===== config.mk =====
export PLATFORM = sky130hd
export DESIGN_NAME = touch_key_module
export DESIGN_NICKNAME = d
export VERILOG_FILES = /design/src/touch_key_pkg.sv /design/src/osc_edge_detect.sv /design/src/tick_counter.sv /design/src/touch_key_module.sv
export SDC_FILE = /design/constraint.sdc
export NUM_CORES = 1
export LEC_CHECK = 0
export BUFFER_PORTS_ARGS = -buffer_cell sky130_fd_sc_hd__buf_2
export CAP_MARGIN = 20
export CORE_MARGIN = 4
export CORE_UTILIZATION = 48
export DETAILED_ROUTE_END_ITERATION = 10
export PLACE_DENSITY = 0.74
export SYNTH_ARGS = -nofsm -noshare
export SYNTH_HDL_FRONTEND = slang
export SYNTH_SLANG_ARGS = --single-unit
export TNS_END_PERCENT = 100

===== constraint.sdc =====
create_clock -name clk -period 2.1 [get_ports clk]
set_clock_uncertainty 0.15 [all_clocks]
set_input_delay 0.315 -clock clk [delete_from_list [all_inputs] [get_ports clk]]
set_output_delay 0.315 -clock clk [all_outputs]
set_load 0.05 [all_outputs]

===== src/touch_key_pkg.sv =====
// Constants and types shared by the touch key module files
package touch_key_pkg;

  // ****************************************
  // Register word offsets on the bus
  // ****************************************
  localparam logic [7:0] OFS_COUNT_HIGH = 8'h00;
  localparam logic [7:0] OFS_COUNT_LOW = 8'h04;
  localparam logic [7:0] OFS_MUX_CTL = 8'h08;
  localparam logic [7:0] OFS_PIN_CTL = 8'h0c;
  localparam logic [7:0] OFS_MEAS_CTL = 8'h10;
  localparam logic [7:0] OFS_WIN_CTL = 8'h14;

  // ****************************************
  // Reset values
  // ****************************************
  localparam logic [7:0] RST_MUX_CTL = 8'h00;
  localparam logic [7:0] RST_PIN_CTL = 8'h00;
  localparam logic [7:0] RST_MEAS_CTL = 8'h00;
  localparam logic [7:0] RST_WIN_CTL = 8'h00;

  // ****************************************
  // Field positions
  // ****************************************
  localparam int KEY_SELECT_LO = 6;
  localparam int SELECTOR_EN_LO = 4;
  localparam int SENSE_COUNTER_ENABLE = 7;
  localparam int MEASURE_START = 5;
  localparam int REF_CLOCK_ENABLE = 4;
  localparam int SLOT_COUNTER_CLEAR = 3;
  localparam int SENSE_COUNTER_CLEAR = 2;
  localparam int SLOT_CLOCK_SOURCE = 0;
  localparam int SLOT_OVERFLOW_FLAG = 5;
  localparam int SENSE_OVERFLOW_FLAG = 4;
  localparam int WIN_RESERVED = 3;

  // ****************************************
  // Counter sizes
  // ****************************************
  localparam int SENSE_W = 16;
  localparam int SLOT_W = 13;
  localparam logic [13:0] SLOT_BASE_COUNT = 14'h0040;

  // ****************************************
  // Measurement states
  // ****************************************
  typedef enum logic [1:0]
  {
    ST_IDLE = 2'b01,
    ST_MEASURE = 2'b10
  } meas_state_type;

endpackage : touch_key_pkg


===== src/osc_edge_detect.sv =====
// Rising edge detector for an oscillator level sampled on the clock
`timescale 1ns/1ps
module osc_edge_detect
(
  // Clock and reset
  input wire logic clk,
  input wire logic reset_n,
  // Oscillator level and its rising edge pulse
  input wire logic level,
  output logic rise
);
  import touch_key_pkg::*;

  typedef struct packed
  {
    logic prev_r;
  } edge_type;

  edge_type st_r;
  edge_type st_nxt;

  always_comb
  begin
    st_nxt.prev_r = level;
  end

  always_ff @(posedge clk)
  begin
    if (!reset_n)
    begin
      st_r <= '0;
    end
    else
    begin
      st_r <= st_nxt;
    end
  end

  assign rise = level & ~st_r.prev_r;

endmodule : osc_edge_detect


===== src/tick_counter.sv =====
// Up counter with clear and tick enable, wrapping at its full width
`timescale 1ns/1ps
module tick_counter #(
  parameter int WIDTH = 16
)
(
  // Clock and reset
  input wire logic clk,
  input wire logic reset_n,
  // Control
  input wire logic clear,
  input wire logic tick,
  // State
  output logic [WIDTH-1:0] count,
  output logic wrap
);
  import touch_key_pkg::*;

  typedef struct packed
  {
    logic [WIDTH-1:0] count_r;
  } cnt_type;

  cnt_type st_r;
  cnt_type st_nxt;

  always_comb
  begin
    st_nxt = st_r;
    // Clear wins over a tick in the same cycle
    if (clear)
    begin
      st_nxt.count_r = '0;
    end
    else if (tick)
    begin
      st_nxt.count_r = st_r.count_r + 1'b1;
    end
  end

  always_ff @(posedge clk)
  begin
    if (!reset_n)
    begin
      st_r <= '0;
    end
    else
    begin
      st_r <= st_nxt;
    end
  end

  assign count = st_r.count_r;
  assign wrap = tick & ~clear & (&st_r.count_r);

endmodule : tick_counter


===== src/touch_key_module.sv =====
// One capacitive touch key module with its Wishbone register file
// What this block does
// - Count readable as two bytes, reset zero
// - Two-bit field selects one of four keys
// - Selector enable bits disable or enable keys
// - Pin bits hand pins to touch function
// - Top measure bit gates the sense counter
// - Start bit rising edge starts slot counting
// - Slot count end raises touch key interrupt
// - Reference clock enable bit gates reference
// - Slot clear bit resets slot counter
// - Sense clear bit resets sense counter
// - Slot clock from reference or key four
// - Read-only slot overflow flag after overflow
// - Writable sense overflow flag, zero until wrap
// - Window length code gives 64 to 8192
// - Top status bits read-only, read as zero
// - Count sense cycles over a reference window
//
// Local design decisions: the register addresses and the Wishbone register port.
`timescale 1ns/1ps
module touch_key_module
(
  // Clock and reset
  input wire logic clk,
  input wire logic reset_n,
  // Wishbone slave
  input wire logic cyc_i,
  input wire logic stb_i,
  input wire logic we_i,
  input wire logic [7:0] adr_i,
  input wire logic [3:0] sel_i,
  input wire logic [31:0] dat_i,
  output logic [31:0] dat_o,
  output logic ack_o,
  // Oscillators
  input wire logic ref_clk_in,
  input wire logic [3:0] key_osc_in,
  output logic ref_osc_en,
  output logic [3:0] key_osc_en,
  // Pin function select
  output logic [3:0] pin_touch_sel,
  // Requests to the interrupt controller
  output logic slot_irq,
  output logic sense_irq
);
  import touch_key_pkg::*;

  // ****************************************
  // State
  // ****************************************
  typedef struct packed
  {
    meas_state_type state;
    logic [7:0] mux_ctl;
    logic [7:0] pin_ctl;
    logic [7:0] meas_ctl;
    logic [3:0] win_ctl;
    logic slot_ovf;
    logic sense_ovf;
    logic ack;
    logic [7:0] rd_data;
    logic slot_irq;
    logic sense_irq;
  } ctl_type;

  ctl_type st_r;
  ctl_type st_nxt;

  logic [1:0] key_select;
  logic sense_level;
  logic sense_rise;
  logic key4_rise;
  logic ref_rise;
  logic sense_tick;
  logic slot_tick;
  logic slot_done;
  logic slot_clear;
  logic sense_clear;
  logic sense_wrap;
  logic [SENSE_W-1:0] sense_count;
  logic [SLOT_W-1:0] slot_count;
  logic [13:0] slot_term;
  logic [SLOT_W-1:0] slot_last;
  logic bus_req;
  logic bus_wr;
  logic start_rise;

  // ****************************************
  // Key routing
  // ****************************************
  assign key_select = st_r.mux_ctl[KEY_SELECT_LO +: 2];
  assign key_osc_en = st_r.pin_ctl[SELECTOR_EN_LO +: 4];
  assign pin_touch_sel = st_r.pin_ctl[3:0];
  assign ref_osc_en = st_r.meas_ctl[REF_CLOCK_ENABLE];
  // A key reaches the counter only if enabled and owning its pin
  assign sense_level = key_osc_in[key_select] & key_osc_en[key_select]
    & pin_touch_sel[key_select];

  osc_edge_detect sense_edge
  (
    .clk(clk),
    .reset_n(reset_n),
    .level(sense_level),
    .rise(sense_rise)
  );

  osc_edge_detect key4_edge
  (
    .clk(clk),
    .reset_n(reset_n),
    .level(key_osc_in[3] & key_osc_en[3] & pin_touch_sel[3]),
    .rise(key4_rise)
  );

  osc_edge_detect ref_edge
  (
    .clk(clk),
    .reset_n(reset_n),
    .level(ref_clk_in & ref_osc_en),
    .rise(ref_rise)
  );

  // ****************************************
  // Counters
  // ****************************************
  // Sense cycles counted only inside the reference window
  assign sense_tick = sense_rise & st_r.meas_ctl[SENSE_COUNTER_ENABLE]
    & (st_r.state == ST_MEASURE);
  assign sense_clear = st_r.meas_ctl[SENSE_COUNTER_CLEAR];
  assign slot_tick = (st_r.state == ST_MEASURE) &
    (st_r.meas_ctl[SLOT_CLOCK_SOURCE] ? key4_rise : ref_rise);
  assign slot_term = SLOT_BASE_COUNT << st_r.win_ctl[2:0];
  assign slot_last = SLOT_W'(slot_term - 14'h0001);
  assign slot_done = slot_tick & (slot_count == slot_last);
  assign slot_clear = st_r.meas_ctl[SLOT_COUNTER_CLEAR] | start_rise
    | slot_done;

  tick_counter #(.WIDTH(SENSE_W)) sense_counter
  (
    .clk(clk),
    .reset_n(reset_n),
    .clear(sense_clear),
    .tick(sense_tick),
    .count(sense_count),
    .wrap(sense_wrap)
  );

  tick_counter #(.WIDTH(SLOT_W)) slot_counter
  (
    .clk(clk),
    .reset_n(reset_n),
    .clear(slot_clear),
    .tick(slot_tick),
    .count(slot_count),
    .wrap()
  );

  // ****************************************
  // Bus decode and control
  // ****************************************
  assign bus_req = cyc_i & stb_i & ~st_r.ack;
  assign bus_wr = bus_req & we_i & sel_i[0];
  assign start_rise = bus_wr & (adr_i == OFS_MEAS_CTL)
    & dat_i[MEASURE_START] & ~st_r.meas_ctl[MEASURE_START];

  always_comb
  begin
    st_nxt = st_r;
    st_nxt.ack = bus_req;
    st_nxt.slot_irq = 1'b0;
    st_nxt.sense_irq = 1'b0;
    // Writes land at the request edge; unmapped offsets are ignored
    if (bus_wr)
    begin
      if (adr_i == OFS_MUX_CTL)
      begin
        st_nxt.mux_ctl = dat_i[7:0];
      end
      else if (adr_i == OFS_PIN_CTL)
      begin
        st_nxt.pin_ctl = dat_i[7:0];
      end
      else if (adr_i == OFS_MEAS_CTL)
      begin
        st_nxt.meas_ctl = dat_i[7:0];
      end
      else if (adr_i == OFS_WIN_CTL)
      begin
        st_nxt.win_ctl = dat_i[3:0];
        st_nxt.sense_ovf = dat_i[SENSE_OVERFLOW_FLAG];
      end
    end
    // Reads show live state; top status bits read as zero
    st_nxt.rd_data = 8'h00;
    if (bus_req & ~we_i)
    begin
      if (adr_i == OFS_COUNT_HIGH)
      begin
        st_nxt.rd_data = sense_count[15:8];
      end
      else if (adr_i == OFS_COUNT_LOW)
      begin
        st_nxt.rd_data = sense_count[7:0];
      end
      else if (adr_i == OFS_MUX_CTL)
      begin
        st_nxt.rd_data = st_r.mux_ctl;
      end
      else if (adr_i == OFS_PIN_CTL)
      begin
        st_nxt.rd_data = st_r.pin_ctl;
      end
      else if (adr_i == OFS_MEAS_CTL)
      begin
        st_nxt.rd_data = st_r.meas_ctl;
      end
      else if (adr_i == OFS_WIN_CTL)
      begin
        st_nxt.rd_data = {2'b00, st_r.slot_ovf, st_r.sense_ovf,
          st_r.win_ctl};
      end
    end
    // Window sequencing
    case (st_r.state)
      ST_IDLE:
      begin
        if (start_rise)
        begin
          st_nxt.state = ST_MEASURE;
          st_nxt.slot_ovf = 1'b0;
        end
      end
      ST_MEASURE:
      begin
        if (!st_nxt.meas_ctl[MEASURE_START])
        begin
          st_nxt.state = ST_IDLE;
        end
        else if (slot_done)
        begin
          st_nxt.state = ST_IDLE;
          st_nxt.slot_ovf = 1'b1;
          st_nxt.slot_irq = 1'b1;
        end
      end
      default:
      begin
        st_nxt.state = ST_IDLE;
      end
    endcase
    // Hardware set beats a software clear in the same cycle
    if (sense_wrap)
    begin
      st_nxt.sense_ovf = 1'b1;
      st_nxt.sense_irq = 1'b1;
    end
  end

  always_ff @(posedge clk)
  begin
    if (!reset_n)
    begin
      st_r <= '0;
      st_r.state <= ST_IDLE;
      st_r.mux_ctl <= RST_MUX_CTL;
      st_r.pin_ctl <= RST_PIN_CTL;
      st_r.meas_ctl <= RST_MEAS_CTL;
      st_r.win_ctl <= RST_WIN_CTL[3:0];
    end
    else
    begin
      st_r <= st_nxt;
    end
  end

  assign dat_o = {24'h000000, st_r.rd_data};
  assign ack_o = st_r.ack;
  assign slot_irq = st_r.slot_irq;
  assign sense_irq = st_r.sense_irq;

  // ****************************************
  // Checks
  // ****************************************
  logic [13:0] ticks_seen_r;

  always_ff @(posedge clk)
  begin
    if (!reset_n || start_rise)
    begin
      ticks_seen_r <= 14'h0000;
    end
    else if (slot_tick && !st_r.meas_ctl[SLOT_COUNTER_CLEAR])
    begin
      ticks_seen_r <= ticks_seen_r + 14'h0001;
    end
  end
endmodule : touch_key_module


==> flow_metrics.env <==
export IMPL_ys_types=61
export IMPL_syn_area_mm2=0.00397
export IMPL_grt_max_degree=34
export IMPL_min_from="dat_i[7]"
export IMPL_layout_drive_gt1_share_pct=25.2
export IMPL_crit_arrival_ns=2.09
export IMPL_cts_sinks=75
export IMPL_vias=3318
export IMPL_fin_nets=563
export IMPL_routed_wl_um=9380
export IMPL_portBuffers=46
export IMPL_grt_pass1_vias=3209
export IMPL_grt_usage_pct=19.4
export IMPL_yosysWarnings=0
export IMPL_synth_edff_count=0
export IMPL_wl_per_cell_um=15.3
export IMPL_ys_top_cells_by_count="dfxtp_1, nor2_1, mux2i_1, buf_4, nor3_1"
export IMPL_fmax_ghz=0.498
export IMPL_r2r_start="key_osc_en[1]"
export IMPL_p_seq_share_pct=50.2
export IMPL_area_growth_syn_to_layout_pct=16.3
export IMPL_cp_end_kind="register"
export IMPL_p_leak_uw=0.00186
export IMPL_dr_pass1_iters=5
export IMPL_reg2regPathDepth=5
export IMPL_synth_area_leaders="dfxtp_1, mux2i_1, buf_4"
export IMPL_n_antenna_cell=0
export IMPL_synth_top_area_share_pct=37.9
export IMPL_relSlewSlack_pct=65.0
export IMPL_row_count=32
export IMPL_drt_iter0_drc=134
export IMPL_outcome="finished, final reports clean"
export IMPL_grt_pass1_wl_um=15300
export IMPL_p_per_area_mw_per_mm2=614
export IMPL_hpwl_um=6880
export IMPL_antenna_left=0
export IMPL_avgViaCountPerCell=5.41
export IMPL_initial_core_util_pct=50.3
export IMPL_p_comb_share_pct=7.9
export IMPL_setup_slack_ns=0.0921
export IMPL_clock_power_share_pct=41.9
export IMPL_die_height_um=98.9
export IMPL_maxSlewViolCount=0
export IMPL_min_period_ns=2.01
export IMPL_num_io_pins=98
export IMPL_cp_start_kind="primary input"
export IMPL_power_switching_uw=689
export IMPL_postSynthAreaPerCell_um2=8.85
export IMPL_required_ns=2.18
export IMPL_finalSetupViolations=0
export IMPL_rsz0062_at_grt="false"
export IMPL_fin_crit_sh_pct=95.6
export IMPL_hold_depth=3
export IMPL_clk_latency_ns=0.35
export IMPL_antenna_found_initial=0
export IMPL_cp_max_fo=8
export IMPL_synth_most_common_cell="dfxtp_1"
export IMPL_numCtsBuffers=9
export IMPL_overflow=0
export IMPL_path_clk_slew_ns=0.08
export IMPL_critPathKind="primary input to register"
export IMPL_report_final_hold_viol_count=0
export IMPL_pre_cts_ws_ns=-0.300
export IMPL_core_area_mm2=0.00789
export IMPL_cts_buffer_depth=2
export IMPL_postSynth_asyncResetShare_pct=0
export IMPL_synth_flop_cell="dfxtp_1"
export IMPL_drc=0
export IMPL_clockRootBuffer="clkbuf_8"
export IMPL_holdCritPathClass="primary input to register"
export IMPL_gp_congestion=0.861
export IMPL_synth_cells=448
export IMPL_startpoint="adr_i[6]"
export IMPL_p_sw_share_pct=24.3
export IMPL_htree_levels=3
export IMPL_p_int_uw=2150
export IMPL_ys_ff_latch=75
export IMPL_yosysSeqAreaShare_pct=37.9
export IMPL_die_w_um=98.9
export IMPL_dieArea_mm2=0.00978
export IMPL_max_vdd_ir_drop_v=0.000329
export IMPL_p_total_uw=2830
export IMPL_maxCapViolCount=0
export IMPL_synth_top_area_cell="dfxtp_1"
export IMPL_tritoncts="yes"
export IMPL_tightestPinTransition_ns=0.512
export IMPL_cts_hold_buffers=0
[critical path, cell delays in order]
cell and delay (ns):
buf_2 0.09, or4_4 0.57, nor4b_2 0.28, buf_4 0.17, nor3b_2 0.15, buf_4 0.22
mux2i_2 0.23, nor2_1 0.06
[per-layer routing]
metal,track usage [%],wire [um],part of all wire [%],up-vias
li1,-,-,-,1624
met3,4.10,638,6.8,14
met2,30.3,4260,45,117
met1,25.9,4300,46,1563
met4,8.72,183,2.0,0
met5,0,0,0,-
[metrics by stage]
step | setup TNS (ns) | instance area [um2] | utilization [%] | hold WS, ns | std cells
after floorplan | -0.0477 | 4060 | - | 0.259 | 471
after global placement | -4.19 | 4310 | 54.7 | 0.316 | 596
after detailed placement | -5.91 | 4310 | 54.7 | 0.320 | 596
after CTS | 0 | 4540 | 57.6 | 0.0764 | 611
after global routing | 0 | 4610 | 58.5 | 0.0984 | 613
final | 0 | 4610 | 58.5 | 0.0847 | 613
[placed cells by master (no fill, tap or decap), drive strengths merged, types with 3 or more instances in the layout]
master   n
a21oi   11
a22oi    5
and2     3
and3     3
buf     87
clkbuf  14
conb    24
dfxtp   75
inv      5
mux2i   48
nand2   20
nand2b  12
nand3   16
nand4   10
nand4b   3
nor2    55
nor3    31
nor3b    3
nor4     4
o21ai    9
o22ai    7
or2      4
or3      8
xnor2   14
xor2     9
[kinds of logic after synthesis]
kind of cell / count (synthesis) / share of synthesized area [%]
AO/OA/AOI/OAI: 43 / 7.04
multiplexers: 49 / 12.7
buffers and inverters: 69 / 11.1
XOR/XNOR: 23 / 5.08
other: 1 / 0.0945
flip-flops: 75 / 37.9
AND/OR/NAND/NOR: 186 / 25.5
adder cells (fa/ha/maj): 2 / 0.631
[final cells by class]
type                    instances  area (um2)
fillers                       707        3270
multi-input cells             328        2190
flip-flops and latches         75        1500
repair buffers                 87         554
clock buffers                  14         183
well taps                     102         128
clock inverters                 1        30.0
inverters                       6        22.5
[repair_timing]
item / 4_1_cts / 5_1_grt
gates cloned: 0 / 1
endpoints found under the setup margin: 2 / 11
buffers inserted: 0 / 2
resized for setup: 3 / 14
pin swaps: 2 / 8
[registers in the layout, summed over array words and instances, names as in the netlist]
name,count
key_osc_en,4
dat_o,8
st_r,20
sense_counter.count,16
sense_clear,1
ref_osc_en,1
key4_edge.st_r,1
sense_irq,1
ref_edge.st_r,1
sense_edge.st_r,1
key_select,2
pin_touch_sel,4
slot_counter.count,13
ack_o,1
slot_irq,1
[power groups by stage]
stage / Sequential (uW) / Clock, uW / Combinational, uW
after floorplan: 1460 / 0 / 190
after global placement: 1460 / 0 / 218
after detailed placement: 1460 / 0 / 220
after CTS: 1420 / 1210 / 221
after global routing: 1420 / 1270 / 237
final: 1420 / 1190 / 225
[worst paths after layout]
check                                                to  slack [ns]
worst max-delay path                           st_r[34]        0.09
worst min-delay path                           st_r[24]        0.08
worst max register to register  sense_counter.count[13]        0.09
worst min register to register                 st_r[12]        0.34
No activity file was read; power rests on OpenSTA's default activity.
